**config.mk**
```make
export PLATFORM = sky130hd
export DESIGN_NAME = usart_clk_frame
export DESIGN_NICKNAME = d
export VERILOG_FILES = /design/src/usart_clk_frame_pkg.sv /design/src/usart_baud_gen.sv /design/src/usart_clk_frame.sv
export SDC_FILE = /design/constraint.sdc
export NUM_CORES = 1
export LEC_CHECK = 0
export BUFFER_PORTS_ARGS = -buffer_cell sky130_fd_sc_hd__clkbuf_2
export CORE_MARGIN = 5
export CORE_UTILIZATION = 35
export DETAILED_ROUTE_END_ITERATION = 6
export HOLD_SLACK_MARGIN = 0.12
export SYNTH_ARGS = -nofsm -noshare
export SYNTH_HDL_FRONTEND = slang
export SYNTH_SLANG_ARGS = --single-unit
```
**constraint.sdc**
```tcl
create_clock -name CLK_IN -period 3.4 [get_ports CLK_IN]
set_input_delay 0.34 -clock CLK_IN [delete_from_list [all_inputs] [get_ports CLK_IN]]
set_output_delay 0.34 -clock CLK_IN [all_outputs]
set_load 0.005 [all_outputs]
```
**src/usart_clk_frame_pkg.sv**
```systemverilog
// constants, types and register layout for the usart clock and frame block
package usart_clk_frame_pkg;

  localparam int unsigned ADDR_W = 3;
  localparam int unsigned DATA_W = 8;
  localparam int unsigned DIV_W  = 12;
  localparam int unsigned CHAR_W = 9;

  // register offsets
  localparam logic [2:0] ADDR_DIV_LOW  = 3'h0;
  localparam logic [2:0] ADDR_DIV_HIGH = 3'h1;
  localparam logic [2:0] ADDR_CSA      = 3'h2;
  localparam logic [2:0] ADDR_CSB      = 3'h3;
  localparam logic [2:0] ADDR_CSC      = 3'h4;
  localparam logic [2:0] ADDR_SDR      = 3'h5;
  localparam logic [2:0] ADDR_PIN_DIR  = 3'h6;

  // control_status_a fields
  localparam int unsigned CSA_RXC   = 7;
  localparam int unsigned CSA_TXC   = 6;
  localparam int unsigned CSA_EMPTY = 5;
  localparam int unsigned CSA_FE    = 4;
  localparam int unsigned CSA_PE    = 2;
  localparam int unsigned CSA_U2X   = 1;
  // control_status_b fields
  localparam int unsigned CSB_RXEN  = 4;
  localparam int unsigned CSB_TXEN  = 3;
  localparam int unsigned CSB_CS2   = 2;
  localparam int unsigned CSB_RXB8  = 1;
  localparam int unsigned CSB_TXB8  = 0;
  // control_status_c fields
  localparam int unsigned CSC_SYNC  = 6;
  localparam int unsigned CSC_PM1   = 5;
  localparam int unsigned CSC_PM0   = 4;
  localparam int unsigned CSC_STOP  = 3;
  localparam int unsigned CSC_CS1   = 2;
  localparam int unsigned CSC_CS0   = 1;
  localparam int unsigned CSC_POL   = 0;
  // xfer_clock_pin_direction field
  localparam int unsigned PIN_DIR_BIT = 0;

  // values after reset
  localparam logic [2:0]  CHAR_SIZE_RST = 3'h6;
  localparam logic [11:0] DIVISOR_RST   = 12'h000;

  // encodings
  localparam logic [2:0] CS_NINE    = 3'h7;
  localparam logic [1:0] PM_EVEN    = 2'h2;
  localparam logic [1:0] PM_ODD     = 2'h3;

  // cycle counts of the dividers and sample points
  localparam logic [3:0] OS_LAST_NORMAL = 4'hF;
  localparam logic [3:0] OS_LAST_DOUBLE = 4'h7;
  localparam logic [3:0] OS_MID_NORMAL  = 4'h7;
  localparam logic [3:0] OS_MID_DOUBLE  = 4'h3;

  typedef enum logic [2:0] {
    TX_IDLE  = 3'b000,
    TX_START = 3'b001,
    TX_DATA  = 3'b010,
    TX_PAR   = 3'b011,
    TX_STOP1 = 3'b100,
    TX_STOP2 = 3'b101
  } tx_state_t;

  typedef enum logic [2:0] {
    RX_IDLE  = 3'b000,
    RX_START = 3'b001,
    RX_DATA  = 3'b010,
    RX_PAR   = 3'b011,
    RX_STOP  = 3'b100
  } rx_state_t;

  typedef struct packed {
    logic       sync_select;
    logic       double_speed;
    logic       xfer_clock_pin_direction;
    logic       sync_clock_polarity;
    logic [2:0] character_size;
    logic [1:0] parity_mode;
    logic       stop_select;
  } frame_cfg_t;

endpackage

```
**src/usart_baud_gen.sv**
```systemverilog
// twelve bit baud down-counter with reload on zero or on request
`timescale 1ns/100ps
`default_nettype none
module usart_baud_gen
  import usart_clk_frame_pkg::*;
(
  input  wire logic             clk_in,
  input  wire logic             rstn_in,
  input  wire logic [DIV_W-1:0] divisor_in,
  input  wire logic             reload_in,
  output logic                  tick_out
);

  typedef struct packed {
    logic [DIV_W-1:0] cnt;
  } baud_state_t;

  baud_state_t s_r;
  baud_state_t s_nxt;

  always_comb begin
    s_nxt = s_r;
    if (reload_in || s_r.cnt == '0) begin
      s_nxt.cnt = divisor_in;
    end else begin
      s_nxt.cnt = s_r.cnt - 12'h001;
    end
  end

  assign tick_out = (s_r.cnt == '0);

  always_ff @(posedge clk_in) begin
    if (!rstn_in) begin
      s_r <= '{cnt: DIVISOR_RST};
    end else begin
      s_r <= s_nxt;
    end
  end

endmodule
`default_nettype wire

```
**src/usart_clk_frame.sv**
```systemverilog
// usart clock generation, frame transmit and frame receive logic
`timescale 1ns/100ps
`default_nettype none
module usart_clk_frame
  import usart_clk_frame_pkg::*;
(
  input  wire logic              CLK_IN,
  input  wire logic              RSTN_IN,
  input  wire logic [ADDR_W-1:0] ADDR_IN,
  input  wire logic [DATA_W-1:0] WDATA_IN,
  input  wire logic              WR_IN,
  input  wire logic              RD_IN,
  input  wire logic              RXD_IN,
  input  wire logic              XCK_IN,
  output logic [DATA_W-1:0]      RDATA_OUT,
  output logic                   TXD_OUT,
  output logic                   XCK_OUT,
  output logic                   XCK_OE_OUT
);

  typedef struct packed {
    frame_cfg_t        cfg;
    logic              tx_en;
    logic              rx_en;
    logic              tx_b8;
    logic [3:0]        div_high;
    logic [7:0]        div_low;
    logic [CHAR_W-1:0] tx_buf;
    logic              tx_full;
    logic [CHAR_W-1:0] tx_shift;
    logic              tx_parbit;
    tx_state_t         tx_state;
    logic [3:0]        tx_bit;
    logic [3:0]        presc;
    logic              txd;
    logic              transmit_complete_flag;
    logic              transfer_clock_pin;
    logic              xck_oe;
    logic              ext_s1;
    logic              ext_s2;
    logic              ext_prev;
    rx_state_t         rx_state;
    logic [3:0]        rx_os;
    logic [3:0]        rx_bit;
    logic [CHAR_W-1:0] rx_shift;
    logic              rx_par;
    logic [CHAR_W-1:0] rx_data;
    logic              receive_complete_flag;
    logic              fe;
    logic              pe;
    logic [7:0]        rdata;
  } core_state_t;

  core_state_t s_r;
  core_state_t s_nxt;
  logic        baud_tick;
  logic        div_reload;
  logic        os_double;
  logic        sync_master;
  logic        sync_slave;
  logic        ext_rise;
  logic        ext_fall;
  logic        chg_edge;
  logic        smp_edge;
  logic        tx_tick;
  logic        rx_samp;
  logic [3:0]  os_last;
  logic [3:0]  os_mid;
  logic [3:0]  nbits;
  logic [7:0]  rd_val;
  logic [CHAR_W-1:0] rx_aligned;

  function automatic logic [3:0] data_bits(input logic [2:0] cs);
    if (cs == CS_NINE) begin
      data_bits = 4'h9;
    end else begin
      data_bits = {2'b00, cs[1:0]} + 4'h5;
    end
  endfunction

  function automatic logic parity_of(input logic [CHAR_W-1:0] d,
                                     input logic [3:0] n,
                                     input logic [1:0] pm);
    logic [CHAR_W-1:0] mask;
    mask = 9'h1FF >> (4'h9 - n);
    parity_of = (^(d & mask)) ^ (pm == PM_ODD);
  endfunction

  function automatic logic parity_on(input logic [1:0] pm);
    parity_on = pm[1];
  endfunction

  assign div_reload = WR_IN && (ADDR_IN == ADDR_DIV_LOW);

  usart_baud_gen u_baud (
    .clk_in     (CLK_IN),
    .rstn_in    (RSTN_IN),
    .divisor_in ({s_nxt.div_high, s_nxt.div_low}),
    .reload_in  (div_reload),
    .tick_out   (baud_tick)
  );

  always_comb begin
    s_nxt = s_r;
    rd_val = 8'h00;
    sync_master = s_r.cfg.sync_select && s_r.cfg.xfer_clock_pin_direction;
    sync_slave  = s_r.cfg.sync_select && !s_r.cfg.xfer_clock_pin_direction;
    os_double = s_r.cfg.double_speed && !s_r.cfg.sync_select;
    os_last = os_double ? OS_LAST_DOUBLE : OS_LAST_NORMAL;
    os_mid  = os_double ? OS_MID_DOUBLE : OS_MID_NORMAL;
    nbits = data_bits(s_r.cfg.character_size);
    rx_aligned = s_r.rx_shift >> (4'h9 - nbits);

    // slave clock: two sync flops, then edge detector
    s_nxt.ext_s1 = XCK_IN;
    s_nxt.ext_s2 = s_r.ext_s1;
    s_nxt.ext_prev = s_r.ext_s2;
    ext_rise = s_r.ext_s2 && !s_r.ext_prev;
    ext_fall = !s_r.ext_s2 && s_r.ext_prev;

    // master clock toggles every baud tick, half rate of tick
    s_nxt.xck_oe = sync_master;
    if (sync_master && baud_tick) begin
      s_nxt.transfer_clock_pin = !s_r.transfer_clock_pin;
    end else if (!sync_master) begin
      s_nxt.transfer_clock_pin = s_r.cfg.sync_clock_polarity;
    end

    // change and sample edges by polarity
    if (sync_master) begin
      chg_edge = baud_tick && (s_r.transfer_clock_pin == s_r.cfg.sync_clock_polarity);
      smp_edge = baud_tick && (s_r.transfer_clock_pin != s_r.cfg.sync_clock_polarity);
    end else begin
      chg_edge = s_r.cfg.sync_clock_polarity ? ext_fall : ext_rise;
      smp_edge = s_r.cfg.sync_clock_polarity ? ext_rise : ext_fall;
    end

    // asynchronous transmit prescaler
    if (baud_tick) begin
      s_nxt.presc = (s_r.presc >= os_last) ? 4'h0 : s_r.presc + 4'h1;
    end
    if (s_r.cfg.sync_select) begin
      tx_tick = chg_edge;
    end else begin
      tx_tick = baud_tick && (s_r.presc >= os_last);
    end

    // receiver oversampling counter
    if (baud_tick && s_r.rx_state != RX_IDLE) begin
      s_nxt.rx_os = (s_r.rx_os >= os_last) ? 4'h0 : s_r.rx_os + 4'h1;
    end
    if (s_r.cfg.sync_select) begin
      rx_samp = smp_edge;
    end else begin
      rx_samp = baud_tick && (s_r.rx_os == os_mid);
    end

    // transmitter frame sequencer
    if (!s_r.tx_en) begin
      s_nxt.tx_state = TX_IDLE;
      s_nxt.txd = 1'b1;
    end else if (tx_tick) begin
      case (s_r.tx_state)
        TX_IDLE, TX_STOP2: begin
          if (s_r.tx_state == TX_STOP2) begin
            s_nxt.transmit_complete_flag = !s_r.tx_full;
          end
          if (s_r.tx_full) begin
            s_nxt.tx_shift = s_r.tx_buf;
            s_nxt.tx_parbit = parity_of(s_r.tx_buf, nbits, s_r.cfg.parity_mode);
            s_nxt.tx_full = 1'b0;
            s_nxt.tx_state = TX_START;
            s_nxt.txd = 1'b0;
          end else begin
            s_nxt.tx_state = TX_IDLE;
            s_nxt.txd = 1'b1;
          end
        end
        TX_START: begin
          s_nxt.tx_state = TX_DATA;
          s_nxt.tx_bit = 4'h0;
          s_nxt.txd = s_r.tx_shift[0];
        end
        TX_DATA: begin
          if (s_r.tx_bit == nbits - 4'h1) begin
            if (parity_on(s_r.cfg.parity_mode)) begin
              s_nxt.tx_state = TX_PAR;
              s_nxt.txd = s_r.tx_parbit;
            end else begin
              s_nxt.tx_state = TX_STOP1;
              s_nxt.txd = 1'b1;
            end
          end else begin
            s_nxt.tx_shift = s_r.tx_shift >> 1;
            s_nxt.tx_bit = s_r.tx_bit + 4'h1;
            s_nxt.txd = s_r.tx_shift[1];
          end
        end
        TX_PAR: begin
          s_nxt.tx_state = TX_STOP1;
          s_nxt.txd = 1'b1;
        end
        TX_STOP1: begin
          if (s_r.cfg.stop_select) begin
            s_nxt.tx_state = TX_STOP2;
          end else begin
            s_nxt.transmit_complete_flag = !s_r.tx_full;
            if (s_r.tx_full) begin
              s_nxt.tx_shift = s_r.tx_buf;
              s_nxt.tx_parbit = parity_of(s_r.tx_buf, nbits, s_r.cfg.parity_mode);
              s_nxt.tx_full = 1'b0;
              s_nxt.tx_state = TX_START;
              s_nxt.txd = 1'b0;
            end else begin
              s_nxt.tx_state = TX_IDLE;
            end
          end
        end
        default: begin
          s_nxt.tx_state = TX_IDLE;
          s_nxt.txd = 1'b1;
        end
      endcase
    end

    // receiver frame sequencer
    if (!s_r.rx_en) begin
      s_nxt.rx_state = RX_IDLE;
    end else begin
      case (s_r.rx_state)
        RX_IDLE: begin
          if (s_r.cfg.sync_select) begin
            if (smp_edge && !RXD_IN) begin
              s_nxt.rx_state = RX_DATA;
              s_nxt.rx_bit = 4'h0;
            end
          end else if (baud_tick && !RXD_IN) begin
            s_nxt.rx_state = RX_START;
            s_nxt.rx_os = 4'h1;
          end
        end
        RX_START: begin
          if (rx_samp) begin
            s_nxt.rx_state = RXD_IN ? RX_IDLE : RX_DATA;
            s_nxt.rx_bit = 4'h0;
          end
        end
        RX_DATA: begin
          if (rx_samp) begin
            s_nxt.rx_shift = {RXD_IN, s_r.rx_shift[CHAR_W-1:1]};
            s_nxt.rx_bit = s_r.rx_bit + 4'h1;
            if (s_r.rx_bit == nbits - 4'h1) begin
              s_nxt.rx_state = parity_on(s_r.cfg.parity_mode) ? RX_PAR : RX_STOP;
            end
          end
        end
        RX_PAR: begin
          if (rx_samp) begin
            s_nxt.rx_par = RXD_IN;
            s_nxt.rx_state = RX_STOP;
          end
        end
        RX_STOP: begin
          if (rx_samp) begin
            s_nxt.rx_data = rx_aligned;
            s_nxt.fe = !RXD_IN;
            s_nxt.pe = parity_on(s_r.cfg.parity_mode) &&
                       (s_r.rx_par != parity_of(rx_aligned, nbits, s_r.cfg.parity_mode));
            s_nxt.rx_state = RX_IDLE;
          end
        end
        default: begin
          s_nxt.rx_state = RX_IDLE;
        end
      endcase
    end

    // register writes
    if (WR_IN) begin
      if (ADDR_IN == ADDR_DIV_LOW) begin
        s_nxt.div_low = WDATA_IN;
      end else if (ADDR_IN == ADDR_DIV_HIGH) begin
        s_nxt.div_high = WDATA_IN[3:0];
      end else if (ADDR_IN == ADDR_CSA) begin
        s_nxt.cfg.double_speed = WDATA_IN[CSA_U2X];
        // a frame completing while the flag is clear wins over a write-one clear in the same cycle
        if (WDATA_IN[CSA_TXC] && !(s_nxt.transmit_complete_flag && !s_r.transmit_complete_flag)) begin
          s_nxt.transmit_complete_flag = 1'b0;
        end
      end else if (ADDR_IN == ADDR_CSB) begin
        s_nxt.rx_en = WDATA_IN[CSB_RXEN];
        s_nxt.tx_en = WDATA_IN[CSB_TXEN];
        s_nxt.cfg.character_size[2] = WDATA_IN[CSB_CS2];
        s_nxt.tx_b8 = WDATA_IN[CSB_TXB8];
      end else if (ADDR_IN == ADDR_CSC) begin
        s_nxt.cfg.sync_select = WDATA_IN[CSC_SYNC];
        s_nxt.cfg.parity_mode = WDATA_IN[CSC_PM1:CSC_PM0];
        s_nxt.cfg.stop_select = WDATA_IN[CSC_STOP];
        s_nxt.cfg.character_size[1:0] = WDATA_IN[CSC_CS1:CSC_CS0];
        s_nxt.cfg.sync_clock_polarity = WDATA_IN[CSC_POL];
      end else if (ADDR_IN == ADDR_SDR) begin
        s_nxt.tx_buf = {s_r.tx_b8, WDATA_IN};
        s_nxt.tx_full = 1'b1;
      end else if (ADDR_IN == ADDR_PIN_DIR) begin
        s_nxt.cfg.xfer_clock_pin_direction = WDATA_IN[PIN_DIR_BIT];
      end
    end

    // register reads, data in the following cycle only
    if (RD_IN) begin
      if (ADDR_IN == ADDR_DIV_LOW) begin
        rd_val = s_r.div_low;
      end else if (ADDR_IN == ADDR_DIV_HIGH) begin
        rd_val = {4'h0, s_r.div_high};
      end else if (ADDR_IN == ADDR_CSA) begin
        rd_val[CSA_RXC] = s_r.receive_complete_flag;
        rd_val[CSA_TXC] = s_r.transmit_complete_flag;
        rd_val[CSA_EMPTY] = !s_r.tx_full;
        rd_val[CSA_FE] = s_r.fe;
        rd_val[CSA_PE] = s_r.pe;
        rd_val[CSA_U2X] = s_r.cfg.double_speed;
      end else if (ADDR_IN == ADDR_CSB) begin
        rd_val[CSB_RXEN] = s_r.rx_en;
        rd_val[CSB_TXEN] = s_r.tx_en;
        rd_val[CSB_CS2] = s_r.cfg.character_size[2];
        rd_val[CSB_RXB8] = s_r.rx_data[8];
        rd_val[CSB_TXB8] = s_r.tx_b8;
      end else if (ADDR_IN == ADDR_CSC) begin
        rd_val[CSC_SYNC] = s_r.cfg.sync_select;
        rd_val[CSC_PM1:CSC_PM0] = s_r.cfg.parity_mode;
        rd_val[CSC_STOP] = s_r.cfg.stop_select;
        rd_val[CSC_CS1:CSC_CS0] = s_r.cfg.character_size[1:0];
        rd_val[CSC_POL] = s_r.cfg.sync_clock_polarity;
      end else if (ADDR_IN == ADDR_SDR) begin
        rd_val = s_r.rx_data[7:0];
        s_nxt.receive_complete_flag = 1'b0;
      end else if (ADDR_IN == ADDR_PIN_DIR) begin
        rd_val[PIN_DIR_BIT] = s_r.cfg.xfer_clock_pin_direction;
      end
    end
    s_nxt.rdata = rd_val;

    // a completing frame wins over a clear in the same cycle
    if (s_r.rx_en && s_r.rx_state == RX_STOP && rx_samp) begin
      s_nxt.receive_complete_flag = 1'b1;
    end
  end

  always_ff @(posedge CLK_IN) begin
    if (!RSTN_IN) begin
      s_r <= '0;
      s_r.cfg.character_size <= CHAR_SIZE_RST;
      s_r.txd <= 1'b1;
    end else begin
      s_r <= s_nxt;
    end
  end

  assign RDATA_OUT  = s_r.rdata;
  assign TXD_OUT    = s_r.txd;
  assign XCK_OUT    = s_r.transfer_clock_pin;
  assign XCK_OE_OUT = s_r.xck_oe;

endmodule
`default_nettype wire

```
# Word-level counts from Yosys, hierarchy flattened
# Cells that the tools add are included.
# totals
wordCells,266
output_inout_bits,11
in_bits,17
regBits,116
# classes
muxes,103
n_eq_ne,43
magnitude_cmp,2
n_reduce_logical,60
add_sub_neg,8
bitwise,10
shift,2
# op_table
cell,count
$mux W10,7
$mux W11,6
$mux W4,14
$mux W1,36
$mux W3,12
$mux W9,4
$pmux W3 S5,2
$mux W27,1
$pmux W9 S3,1
$mux W8,3
$mux W22,1
$ne A2 B2 Y1 const B,11
$eq A3 B3 Y1 const B,7
$mux W7,3
$reduce_and A7 Y1,3
$and A9 B9 Y9,2
$eq A3 B2 Y1 const B,6
$logic_and A1 B1 Y1,18
$mux W18,1
$reduce_xor A9 Y1,2
$add A4 B1 Y4 const B,4
$mux W13,1
$logic_not A12 Y1,1
$mux W12,1
36 further kinds,81

# Logic depth before layout (Yosys ltp)
# Gate-level depths: netlist (run 1).
# depth
ltp_word,22
mapped_depth,15
depth_no_buf,12

# Modules after synthesis
# From an unflattened synthesis (run 1), not the netlist that was laid out.
# hier_totals
hier_cells,795
hier_area_um2,6671.4
# by_module_without_submodules
module,cells_per_inst,n_inst,seq_area_each_um2,area_each_um2
usart_clk_frame,717,1,2082.0,5947.0
usart_baud_gen,78,1,240.2,724.4

# Least setup slack after synthesis (run 1)
# No wires, ideal clock.
# synth_path
kind,reg-to-reg
start,reg s_r[97] in the netlist's numbering
end,reg s_r[8] in the netlist's numbering
path_stages_with_launch,16
synth_period_minus_slack_ps,3220
path_slack_ps,180
t_required_ps,3283
setup_time_ps,117
t_arrival_ps,3102
cell_sequence,dfxtp_1 -> ha_1 -> buf_6 -> a21bo_2 -> buf_4 -> inv_2 -> ha_1 -> clkbuf_1 -> nor2_1 -> o221ai_1 -> o22ai_1 -> xnor2_1 -> xnor2_1 -> xnor2_1 -> xnor3_1 -> a32o_1
# synth_via
elab_chain_cells,9
elab_cells_between_ends,11
classes_between,add/sub: 2; eq/ne: 2; shift: 2; mux: 1; bitwise: 2; reduce/logical: 2
# synth_rtl
item,line,rtl
"start, declared",usart_clk_frame.sv:54,core_state_t s_r;
"start signal, assigned",usart_clk_frame.sv:355,s_r <= s_nxt;
$add A2 B3 Y4 or $eq A3 B3 Y1 (tied branches),"usart_clk_frame.sv:77, usart_clk_frame.sv:74",
$mux W4 (*),usart_clk_frame.sv:74,if (cs == CS_NINE) begin
$sub A4 B4 Y4 (*),"usart_clk_frame.sv:85, usart_clk_frame.sv:112",
"$shr A9 B4 Y9, on equally long branches","usart_clk_frame.sv:112, usart_clk_frame.sv:85",
$and A9 B9 Y9 (*),usart_clk_frame.sv:86,parity_of = (^(d & mask)) ^ (pm == PM_ODD);
$reduce_xor A9 Y1 (*),usart_clk_frame.sv:86,
$xor A1 B1 Y1 (*),usart_clk_frame.sv:86,
$ne A1 B1 Y1 (*),usart_clk_frame.sv:268,"(s_r.rx_par != parity_of(rx_aligned, nbits, s_r.cfg.parity_mode));"
$logic_and A1 B1 Y1 (*),usart_clk_frame.sv:267,s_nxt.pe = parity_on(s_r.cfg.parity_mode) &&
# Every way passes the cells marked *; elsewhere a longest branch is shown, timed or not.
# A chain may end at the register's enable or synchronous reset.

# Final worst setup path (run 1)
# layout_path
start,reg s_r[98] in the netlist's numbering
end,reg s_r[8] in the netlist's numbering
# The elaborated chain is that of the path after synthesis.

==> results.md, run 1 <==
* Total number of vias at 5551
* Worst Hold End: s_r[77]$_SDFFE_PN0P_
* Post-Synth Adder-Cell Area at 0.02733
* DR WL/cell at 16.08 um
* Initial core utilization at 0.3556
* Top FF cell, synth: dfxtp_1
* Worst-Margin Slew at 1.077 ns
* Post-synth ARST share at 0
* Final Cycle Share at 0.9126
* First-pass GRT wire length at 27260 um
* GRT overflow at 0
* Net Sw Power at 1.149 mW
* Setup TNS at 0 ns
* Hold_buf cts at 1
* Clock skew at 0.01111 ns
* Setup crit end kind: flop
* Max-slew violations at 0
* Setup violators final at 0
* Leak at 2.790 nW
* CTS tree: done
* FF+latch count, synth at 116
* R2R Path End: s_r[8]$_SDFFE_PN0P_
* Drt first-iter violations at 332
* Critical path class: reg2reg
* Synth Area in Compound Gates at 0.1687
* Fill cells at 1872
* Layout Cells excl Fill at 1034
* Largest family of logic cells by synthesized area: simple AND/OR/NAND/NOR gates
* Reg2Reg Setup Slack at 0.30 ns
* Crit path cell chain: ha_1, a21bo_2, inv_2, ha_1, nor2_1, o221ai_1, o22ai_1, xnor2_1, xnor2_1, xnor2_1, xnor3_1, a32o_1
* Post-layout nets at 823
* Worst path max stage delay at 0.39 ns
* PwrDens at 544.4 nW/um2
* Min-delay src: WDATA_IN[7]
* Slew margin rel. at 0.2765
* Hpwl dp at 11640 um
* Clk slew on worst S/H paths at 0.06 ns
* Initial antenna violation count at 0
* Worst-path maximum fanout at 10
* Minimum clock period at 3.103 ns
* Routed Antenna Nets at 0
* Chip height at 145.3 um
* Sequential Power Share at 0.388
* Num Clock Sinks at 116
* Final Total Pwr at 3.945 mW
* Hold Path Class: in2reg
* Number of global-route vias before repair at 5212
* Synth top area share at 0.3623
* # placed instances at 1001
* Yosys top cell by area: dfxtp_1
* Clock Latency Late Sink at 0.43 ns
* Multiplexer share of the synthesized area at 0.09818
* Clock Tree Buf Depth at 2
* Port Buffers at 27
* Gpl congestion at 0.8766
* Synth Area in Simple Gates at 0.2329
* CTS root buffer: clkbuf_16
* Drt via density at 5.368
* Largest net degree at the start of global routing at 74
* Synth area leaders: dfxtp_1 36%, mux2i_1 7.2%, a21oi_1 6.0%, nor2_1 5.9%, nand2_1 5.9%
* Critical path's most frequent cell: xnor2_1
* Final hold slack at 0.1637 ns
* Syn-to-layout area delta at 13.04%
* Post-CTS Setup Bufs at 0
* Row count at 49
* Post-synthesis cell count at 789
* GRT Util Overall at 0.1577
* Die ar. at 21120 um2
* Int Power at 2.795 mW
* Top-level I/O count at 28
* Number of flops mapped to enable cells by yosys at 0
* Post-Syn Nets at 820
* Yosys cell types at 73
* Worst r2r path cells at 12
* RSZ-0062 raised after global routing: false
* Max Clk Rate at 322.3 MHz
* Drt pass-1 iters at 5
* Seq/Total Area, Yosys at 0.3623
* Post-CTS Resized at 0
* Peak VDD IR at 0.0004510 V
* Most frequent cells in the layout: 116 x dfxtp_1, 101 x nor2_1, 100 x nand2_1
* Switching share of power at 0.2914
* Synth Area in XOR/XNOR at 0.06032
* Post-DP Area at 6641 um2
* DIE WIDTH at 145.3 um
* Design Area, Final at 7246 um2
* Power share of the combinational group at 0.152
* Drc violations at 0
* Htree depth at 4
* WL final at 16630 um
* Synth Warn # at 0
* Mapped Area at 6410 um2
* Slowest CP cell: xnor3_1
* Cts bufs inserted at 17
* Final Hold Vio Count at 0
* Critical Path AT at 3.42 ns
* Layout cells sized above 1 at 0.1242
* Min-Delay Path Depth at 3
* Most common cell after layout, fill and taps aside: dfxtp_1
* Avg Inst Size Synth at 8.124 um2
* Clock power frac at 0.460
* Diodes inserted at 0
* Status: complete, no violations
* Crit start category: flop
* Req. time, crit path at 3.72 ns
* Max_cap viols at 0
* Core area at 18020 um2
* Critical register-to-register path startpoint: s_r[98]$_SDFFE_PN1P_
layer usage:
layer  part of all wire  GRT usage  vias to the layer above
li1                   -          -                     2768
met1               0.47     0.2114                     2610
met2               0.45     0.2412                      147
met3              0.060    0.04485                       26
met4              0.020    0.06017                        0
met5                  0          0                        -
registers in the layout (all words and copies together) (netlist names):
register    cells
s_r            91
XCK_OUT         1
u_baud.s_r     12
XCK_OE_OUT      1
RDATA_OUT       8
TXD_OUT         1
s_nxt           2
power by group through the flow:
stage / clock network (mW) / logic [mW] / registers (mW)
floorplan: 0 / 0.479 / 1.54
global placement: 0 / 0.590 / 1.56
detailed placement: 0 / 0.597 / 1.56
CTS: 1.83 / 0.600 / 1.53
global route: 1.90 / 0.666 / 1.54
finish: 1.81 / 0.600 / 1.53
Yosys cell counts, types with 6 or more instances:
library cell,instances
nand2b_1,8
nor2_1,101
a21oi_1,77
o21ai_0,37
nand3_1,14
xor2_1,14
buf_4,9
mux2i_1,46
dfxtp_1,116
ha_1,14
nor2b_1,14
mux2_2,11
xnor2_1,25
nand2_1,100
nor3b_1,7
a31oi_1,8
buf_1,6
and2_1,10
clkbuf_1,31
or3_1,8
inv_1,12
nor3_1,21
area by class of cell:
type	count	area, um2	area share
multi-input cells	605	3765	0.5196
flip-flops and latches	116	2322	0.3205
clock buffers	18	439.2	0.06061
well taps	229	286.5	0.03954
repair buffers	38	220.2	0.03039
clock inverters	14	155.1	0.02141
inverters	14	57.56	0.007943
kinds of logic (layout without fill, tap and decap cells):
| logic type | Yosys count | count (layout) |
|---|---|---|
| adder cells (fa/ha/maj) | 14 | 14 |
| multiplexers | 59 | 59 |
| AO/OA/AOI/OAI | 176 | 176 |
| XOR/XNOR | 41 | 41 |
| buffers and inverters | 68 | 84 |
| AND/OR/NAND/NOR | 315 | 315 |
| flip-flops | 116 | 116 |
stage by stage:
step / utilization / setup WS [ns]
3_5_place_dp: 0.3685 / 0.3154
5_1_grt: 0.4020 / 0.09450
2_1_floorplan: - / 0.1804
3_3_place_gp: 0.3685 / 0.3569
6_report: 0.4020 / 0.2972
4_1_cts: 0.4020 / 0.2988
critical path, delay by kind of cell (launching register included):
kind | cells | cell delay [ns]
AND/OR/NAND/NOR | 1 | 0.17
AO/OA/AOI/OAI | 4 | 0.93
buffers and inverters | 1 | 0.12
adder cells (fa/ha/maj) | 2 | 0.58
XOR/XNOR | 4 | 0.84
flip-flops | 1 | 0.37
how the worst max path moves through the flow:
stage / depth (start not counted) / end / from
floorplan: 15 / s_r[8]$_SDFFE_PN0P_ / s_r[97]$_SDFFE_PN0P_
global placement: 12 / s_r[8]$_SDFFE_PN0P_ / s_r[98]$_SDFFE_PN1P_
detailed placement: 12 / s_r[8]$_SDFFE_PN0P_ / s_r[98]$_SDFFE_PN1P_
CTS: 12 / s_r[8]$_SDFFE_PN0P_ / s_r[98]$_SDFFE_PN1P_
global route: 12 / s_r[8]$_SDFFE_PN0P_ / s_r[98]$_SDFFE_PN1P_
finish: 12 / s_r[8]$_SDFFE_PN0P_ / s_r[98]$_SDFFE_PN1P_
No activity file was read; power rests on OpenSTA's default activity.
==> run 2: changes to the inputs <==
- CORE_UTILIZATION: 35 -> 38
==> results.md, run 2 (same netlist as run 1, synthesis figures left out) <==
* Status: complete, no violations
* Number of global-route vias before repair at 5295 (+1.6%)
* Worst Hold End: s_r[77]$_SDFFE_PN0P_
* Critical path's most frequent cell: xnor2_1
* CP Buf/Inv Count at 1 (unchanged)
* Layout Cells excl Fill at 1028 (-0.58%)
* Cts bufs inserted at 17 (unchanged)
* Worst-path maximum fanout at 10 (unchanged)
* Row count at 47 (-4.1%)
* Clock skew at 0.007618 ns (-0.003490 ns)
* Req. time, crit path at 3.71 ns (about the same)
* Final worst setup slack at 0.2472 ns (-0.05008 ns)
* Worst r2r path cells at 12 (unchanged)
* Gpl congestion at 0.9343 (+6.6%)
* Critical path class: reg2reg
* Critical register-to-register path startpoint: s_r[98]$_SDFFE_PN1P_
* Worst-Margin Slew at 1.199 ns (+0.1224 ns)
* Die ar. at 19570 um2 (-7.4%)
* Post-CTS Setup Bufs at 0 (unchanged)
* Clock Latency Late Sink at 0.42 ns (about the same)
* Port Buffers at 27 (unchanged)
* Pre-CTS WS at 0.2692 ns (-0.04619 ns)
* Most frequent cells in the layout: 116 x dfxtp_1, 101 x nor2_1, 100 x nand2_1
* Chip height at 139.9 um (-3.8%)
* R2R Path End: s_r[8]$_SDFFE_PN0P_
* DR WL/cell at 16.24 um (+1.0%)
* Layout cells sized above 1 at 0.1287 (+0.004489)
* Drt first-iter violations at 333 (+0.30%)
* Initial core utilization at 0.3865 (+0.03091)
* Final Cycle Share at 0.9273 (+0.01473)
* RSZ-0062 raised after global routing: false
* Worst path max stage delay at 0.40 ns (about the same)
* Routed Antenna Nets at 0 (unchanged)
* Clk slew on worst S/H paths at 0.06 ns (about the same)
* Max reg flops at 91 (unchanged)
* GRT overflow at 0 (unchanged)
* Largest Register: s_r
* Setup violators final at 0 (unchanged)
* Initial antenna violation count at 0 (unchanged)
* Drc violations at 0 (unchanged)
* Core area at 16580 um2 (-8.0%)
* Peak VDD IR at 0.0005625 V (+25%)
* Crit path cell chain: ha_2, a21bo_2, inv_2, ha_1, nor2_1, o221ai_1, o22ai_1, xnor2_1, xnor2_1, xnor2_1, xnor3_1, a32o_1
* Leak at 2.819 nW (+1.0%)
* Slowest CP cell: xnor3_1
* CP delay by family, top: compound AO/OA/AOI/OAI gates
* Hold Path Class: in2reg
* CTS tree: done
* Post-layout nets at 826 (+0.36%)
* Total number of vias at 5553 (+0.036%)
* Reg2Reg Setup Slack at 0.25 ns (-0.05 ns)
* Hpwl dp at 11760 um (+1.1%)
* Max Clk Rate at 317.2 MHz (-1.6%)
* PwrDens at 557.5 nW/um2 (+2.4%)
* Crit start category: flop
* Drt via density at 5.402 (+0.62%)
* Htree depth at 4 (unchanged)
* Syn-to-layout area delta at 13.80%
* Slew margin rel. at 0.1943 (-0.08226)
* First-pass GRT wire length at 27470 um (+0.76%)
* DIE WIDTH at 139.9 um (-3.8%)
* Critical Path AT at 3.47 ns (+0.05 ns)
* Largest net degree at the start of global routing at 74 (unchanged)
* Drt pass-1 iters at 4 (-1)
* WL final at 16700 um (+0.41%)
* Minimum clock period at 3.153 ns (+0.05008 ns)
* Min-delay src: WDATA_IN[7]
* Max-slew violations at 0 (unchanged)
* Top-level I/O count at 28 (unchanged)
* Setup TNS at 0 ns (unchanged)
* Most common cell after layout, fill and taps aside: dfxtp_1
* # placed instances at 995 (-0.60%)
* CTS root buffer: clkbuf_16
* Max_cap viols at 0 (unchanged)
* Num Clock Sinks at 116 (unchanged)
* GRT Util Overall at 0.1730 (+0.01531)
* Clock Tree Buf Depth at 2 (unchanged)
* Final Hold Vio Count at 0 (unchanged)
* Diodes inserted at 0 (unchanged)
* Setup crit end kind: flop
* Min-Delay Path Depth at 3 (unchanged)
run 2: changes by cell type in the layout (fill, tap and decap cells not counted), sizes merged:
cell    delta
clkinv     -2
bufinv     +2
buf        +3
clkbuf     -1
inv        +1
run 2: tightest hold or removal path, cell delays in order:
cell,delay [ns]
clkbuf_2,0.10
nand2_1,0.06
a21oi_1,0.05
run 2: layout make-up:
class                           count  area, um2
Tap cell                          220      275.3
Sequential cell                   116       2322
Clock inverter                     15      203.9
Multi-Input combinational cell    605       3767
Fill cell                        1689       9289
Timing Repair Buffer               41      242.7
Inverter                           14      57.56
Clock buffer                       17      425.4
run 2: what timing repair did:
| item | 4_1_cts | 5_1_grt |
|---|---|---|
| endpoints found under the setup margin | 0 | 1 |
| resized for setup | 0 | 1 |
| endpoints found under the hold margin | 1 | 0 |
| hold buffers | 1 | 0 |
run 2: worst max path at each step:
stage	startpoint	to	slack [ns]	cells past startpoint
finish	s_r[98]$_SDFFE_PN1P_	s_r[8]$_SDFFE_PN0P_	0.25	12
global route	s_r[98]$_SDFFE_PN1P_	s_r[8]$_SDFFE_PN0P_	0.03	12
CTS	s_r[98]$_SDFFE_PN1P_	s_r[8]$_SDFFE_PN0P_	0.24	12
detailed placement	s_r[98]$_SDFFE_PN1P_	s_r[8]$_SDFFE_PN0P_	0.27	12
global placement	s_r[98]$_SDFFE_PN1P_	s_r[8]$_SDFFE_PN0P_	0.35	12
floorplan	s_r[97]$_SDFFE_PN0P_	s_r[8]$_SDFFE_PN0P_	0.18	15
run 2: layer usage:
layer	routed length, um	vias to the layer above	global-route usage	share of wire
li1	-	2780	-	-
met1	8186	2646	0.2373	0.49
met2	7509	108	0.2682	0.45
met3	751	19	0.04940	0.045
met4	250	0	0.04488	0.015
met5	0	-	0	0
run 2: stage by stage:
step           hold slack, ns  power (mW)    util  cell area (um2)
4_1_cts                0.1691       4.104  0.4397             7292
3_5_place_dp           0.4344       2.171  0.4012             6653
2_1_floorplan          0.4119       2.016       -             6410
5_1_grt                0.1753       4.241  0.4399             7295
3_3_place_gp           0.4328       2.165  0.4012             6653
6_report               0.1753       4.067  0.4399             7295
run 2: where the power goes:
group / total (mW) / internal (mW) / leakage, nW / switching (mW)
Combinational: 0.617 / 0.256 / 1.58 / 0.361
Clock: 1.92 / 1.23 / 0.296 / 0.689
Sequential: 1.53 / 1.44 / 0.939 / 0.0868
Total: 4.07 / 2.93 / 2.82 / 1.14
==> run 3: changes to the inputs <==
- PLACE_DENSITY: not set -> 0.62
==> results.md, run 3 (same netlist as run 1, synthesis figures left out) <==
* PwrDens at 578.7 nW/um2 (+3.8%)
* Post-CTS Setup Bufs at 0 (unchanged)
* Drt via density at 5.391 (-0.19%)
* Worst r2r path cells at 11 (-1)
* R2R Path End: s_r[8]$_SDFFE_PN0P_
* Failing checks: design-rule violations
* Reg2Reg Setup Slack at 0.22 ns (-0.03 ns)
* Core area at 16580 um2 (unchanged)
* DR WL/cell at 16.34 um (+0.58%)
* Max Clk Rate at 314.3 MHz (-0.92%)
* Critical path class: reg2reg
* Worst-path maximum fanout at 10 (unchanged)
* Diodes inserted at 0 (unchanged)
* Final Cycle Share at 0.9359 (+0.008619)
* DR top layer: met4
* First-pass GRT wire length at 27010 um (-1.7%)
* Htree depth at 4 (unchanged)
* Post-layout nets at 825 (-0.12%)
* Multi-input logic area at 3767 um2 (unchanged)
* Critical path's most frequent cell: xnor2_1
* Number of global-route vias before repair at 5176 (-2.2%)
* Die ar. at 19570 um2 (unchanged)
* Setup crit start: s_r[98]$_SDFFE_PN1P_
* Final Hold Vio Count at 0 (unchanged)
* Hpwl dp at 11640 um (-1.0%)
* Chip height at 139.9 um (unchanged)
* Hold Path Class: in2reg
* GRT Util Overall at 0.1707 (-0.002291)
* Worst path max stage delay at 0.46 ns (+0.06 ns)
* Layout cells sized above 1 at 0.1276 (-0.001080)
* Largest net degree at the start of global routing at 74 (unchanged)
* WL final at 16780 um (+0.48%)
* Req. time, crit path at 3.72 ns (about the same)
* RSZ-0062 raised after global routing: false
* Top-level I/O count at 28 (unchanged)
* Critical Path AT at 3.50 ns (+0.03 ns)
* Drt first-iter violations at 367 (+10%)
* Drc violations at 3 (+3)
* Routed Antenna Nets at 0 (unchanged)
* Slew margin rel. at 0.2335 (+0.03921)
* Status: finished, violations left
* Largest Register: s_r
* Initial antenna violation count at 0 (unchanged)
* Clk slew on worst S/H paths at 0.06 ns (about the same)
* Critical register-to-register path startpoint: s_r[98]$_SDFFE_PN1P_
* Most common cell after layout, fill and taps aside: dfxtp_1
* Clock skew at 0.007939 ns (+0.0003212 ns)
* CTS root buffer: clkbuf_16
* CTS tree: done
* Final Total Pwr at 4.252 mW (+4.6%)
* Total number of vias at 5537 (-0.29%)
* Peak VDD IR at 0.0003393 V (-40%)
* Fill cells at 1649 (-2.4%)
* DRT met1 WL at 8097 um (-1.1%)
* Worst-Margin Slew at 1.141 ns (-0.05837 ns)
* Max_cap viols at 0 (unchanged)
* Clock Latency Late Sink at 0.43 ns (about the same)
* DR WL met2 at 7757 um (+3.3%)
* Slowest CP cell: ha_1
* Setup TNS at 0 ns (unchanged)
* Num Clock Sinks at 116 (unchanged)
* Max-slew violations at 0 (unchanged)
* Crit start category: flop
* Setup violators final at 0 (unchanged)
* Syn-to-layout area delta at 14.64%
* DIE WIDTH at 139.9 um (unchanged)
* Cts bufs inserted at 17 (unchanged)
* GRT overflow at 0 (unchanged)
* Drt pass-1 iters at 7 (+3)
* Row count at 47 (unchanged)
* Port Buffers at 27 (unchanged)
* Max reg flops at 91 (unchanged)
* Min-delay src: WDATA_IN[7]
* Setup crit end kind: flop
* Most frequent cells in the layout: 116 x dfxtp_1, 101 x nor2_1, 100 x nand2_1
* Clock Tree Buf Depth at 2 (unchanged)
* Initial core utilization at 0.3865 (unchanged)
* Setup crit end: s_r[8]$_SDFFE_PN0P_
* Gpl congestion at 0.8913 (-4.6%)
* Minimum clock period at 3.182 ns (+0.02931 ns)
* Crit path cell chain: ha_1, a21bo_2, ha_1, buf_4, nand2b_1, o22ai_1, xnor2_1, xnor2_1, xnor2_1, xnor3_1, a32o_1
* Metal3 WL at 620 um (-17%)
* Final hold slack at 0.1772 ns (+0.001871 ns)
* Leak at 2.844 nW (+0.88%)
* Seq. cell area at 2322 um2 (unchanged)
-- run 3: cell types whose count changed in the layout (fill, tap and decap cells not counted) --
cell,before,now
buf_4,13,12
clkinv_4,3,1
bufinv_16,4,6
clkinv_2,2,1
inv_6,3,1
clkbuf_8,0,3
-- run 3: worst min path at each step --
| stage | end | slack (ns) | cells after the start |
|---|---|---|---|
| final | s_r[77]$_SDFFE_PN0P_ | 0.18 | 3 |
| after global routing | s_r[77]$_SDFFE_PN0P_ | 0.21 | 3 |
| after CTS | s_r[77]$_SDFFE_PN0P_ | 0.17 | 3 |
| after detailed placement | s_nxt[41]$_SDFF_PN0_ | 0.43 | 1 |
| after global placement | s_nxt[41]$_SDFF_PN0_ | 0.43 | 1 |
| after floorplan | s_nxt[41]$_SDFF_PN0_ | 0.41 | 1 |
-- run 3: routing by layer --
metal  GRT usage  vias to the layer above
li1            -                     2787
met1      0.2297                     2602
met2      0.2682                      117
met3     0.03979                       31
met4     0.06119                        0
met5           0                        -
-- run 3: metrics by stage --
stage / worst slack [ns] / area, um2 / std cells / util
floorplan: 0.1804 / 6410 / 789 / -
global placement: 0.3696 / 6645 / 994 / 0.4007
detailed placement: 0.2796 / 6645 / 994 / 0.4007
CTS: 0.2552 / 7346 / 1027 / 0.4430
global route: 0.01792 / 7348 / 1027 / 0.4431
finish: 0.2179 / 7348 / 1027 / 0.4431
-- run 3: report_power, final --
| group | internal, mW | switching, mW |
|---|---|---|
| Combinational | 0.255 | 0.356 |
| Clock | 1.43 | 0.677 |
| Sequential | 1.44 | 0.0872 |
-- run 3: worst max-delay path: cells and delay by family (launching register included) --
kind | cells | cell delay [ns]
xor gates and xnor gates | 4 | 0.90
buffers and inverters | 1 | 0.20
adders and majority gates | 2 | 0.75
AOI/OAI and AO/OA | 3 | 0.75
DFF | 1 | 0.33
and+or+nand+nor | 1 | 0.13
-- run 3: timing repair --
item,4_1_cts,5_1_grt
setup endpoints to repair,0,1
hold buffers,1,0
resized for setup,0,1
endpoints found under the hold margin,1,0
-- run 3: area by class of cell --
type / instances / share of cell area
inverter: 14 / 0.007832
timing repair buffer: 40 / 0.03201
tap: 220 / 0.03746
clock inverter: 12 / 0.03048
clock buffer: 20 / 0.06351
sequential: 116 / 0.3160
multi-input combinational: 605 / 0.5127
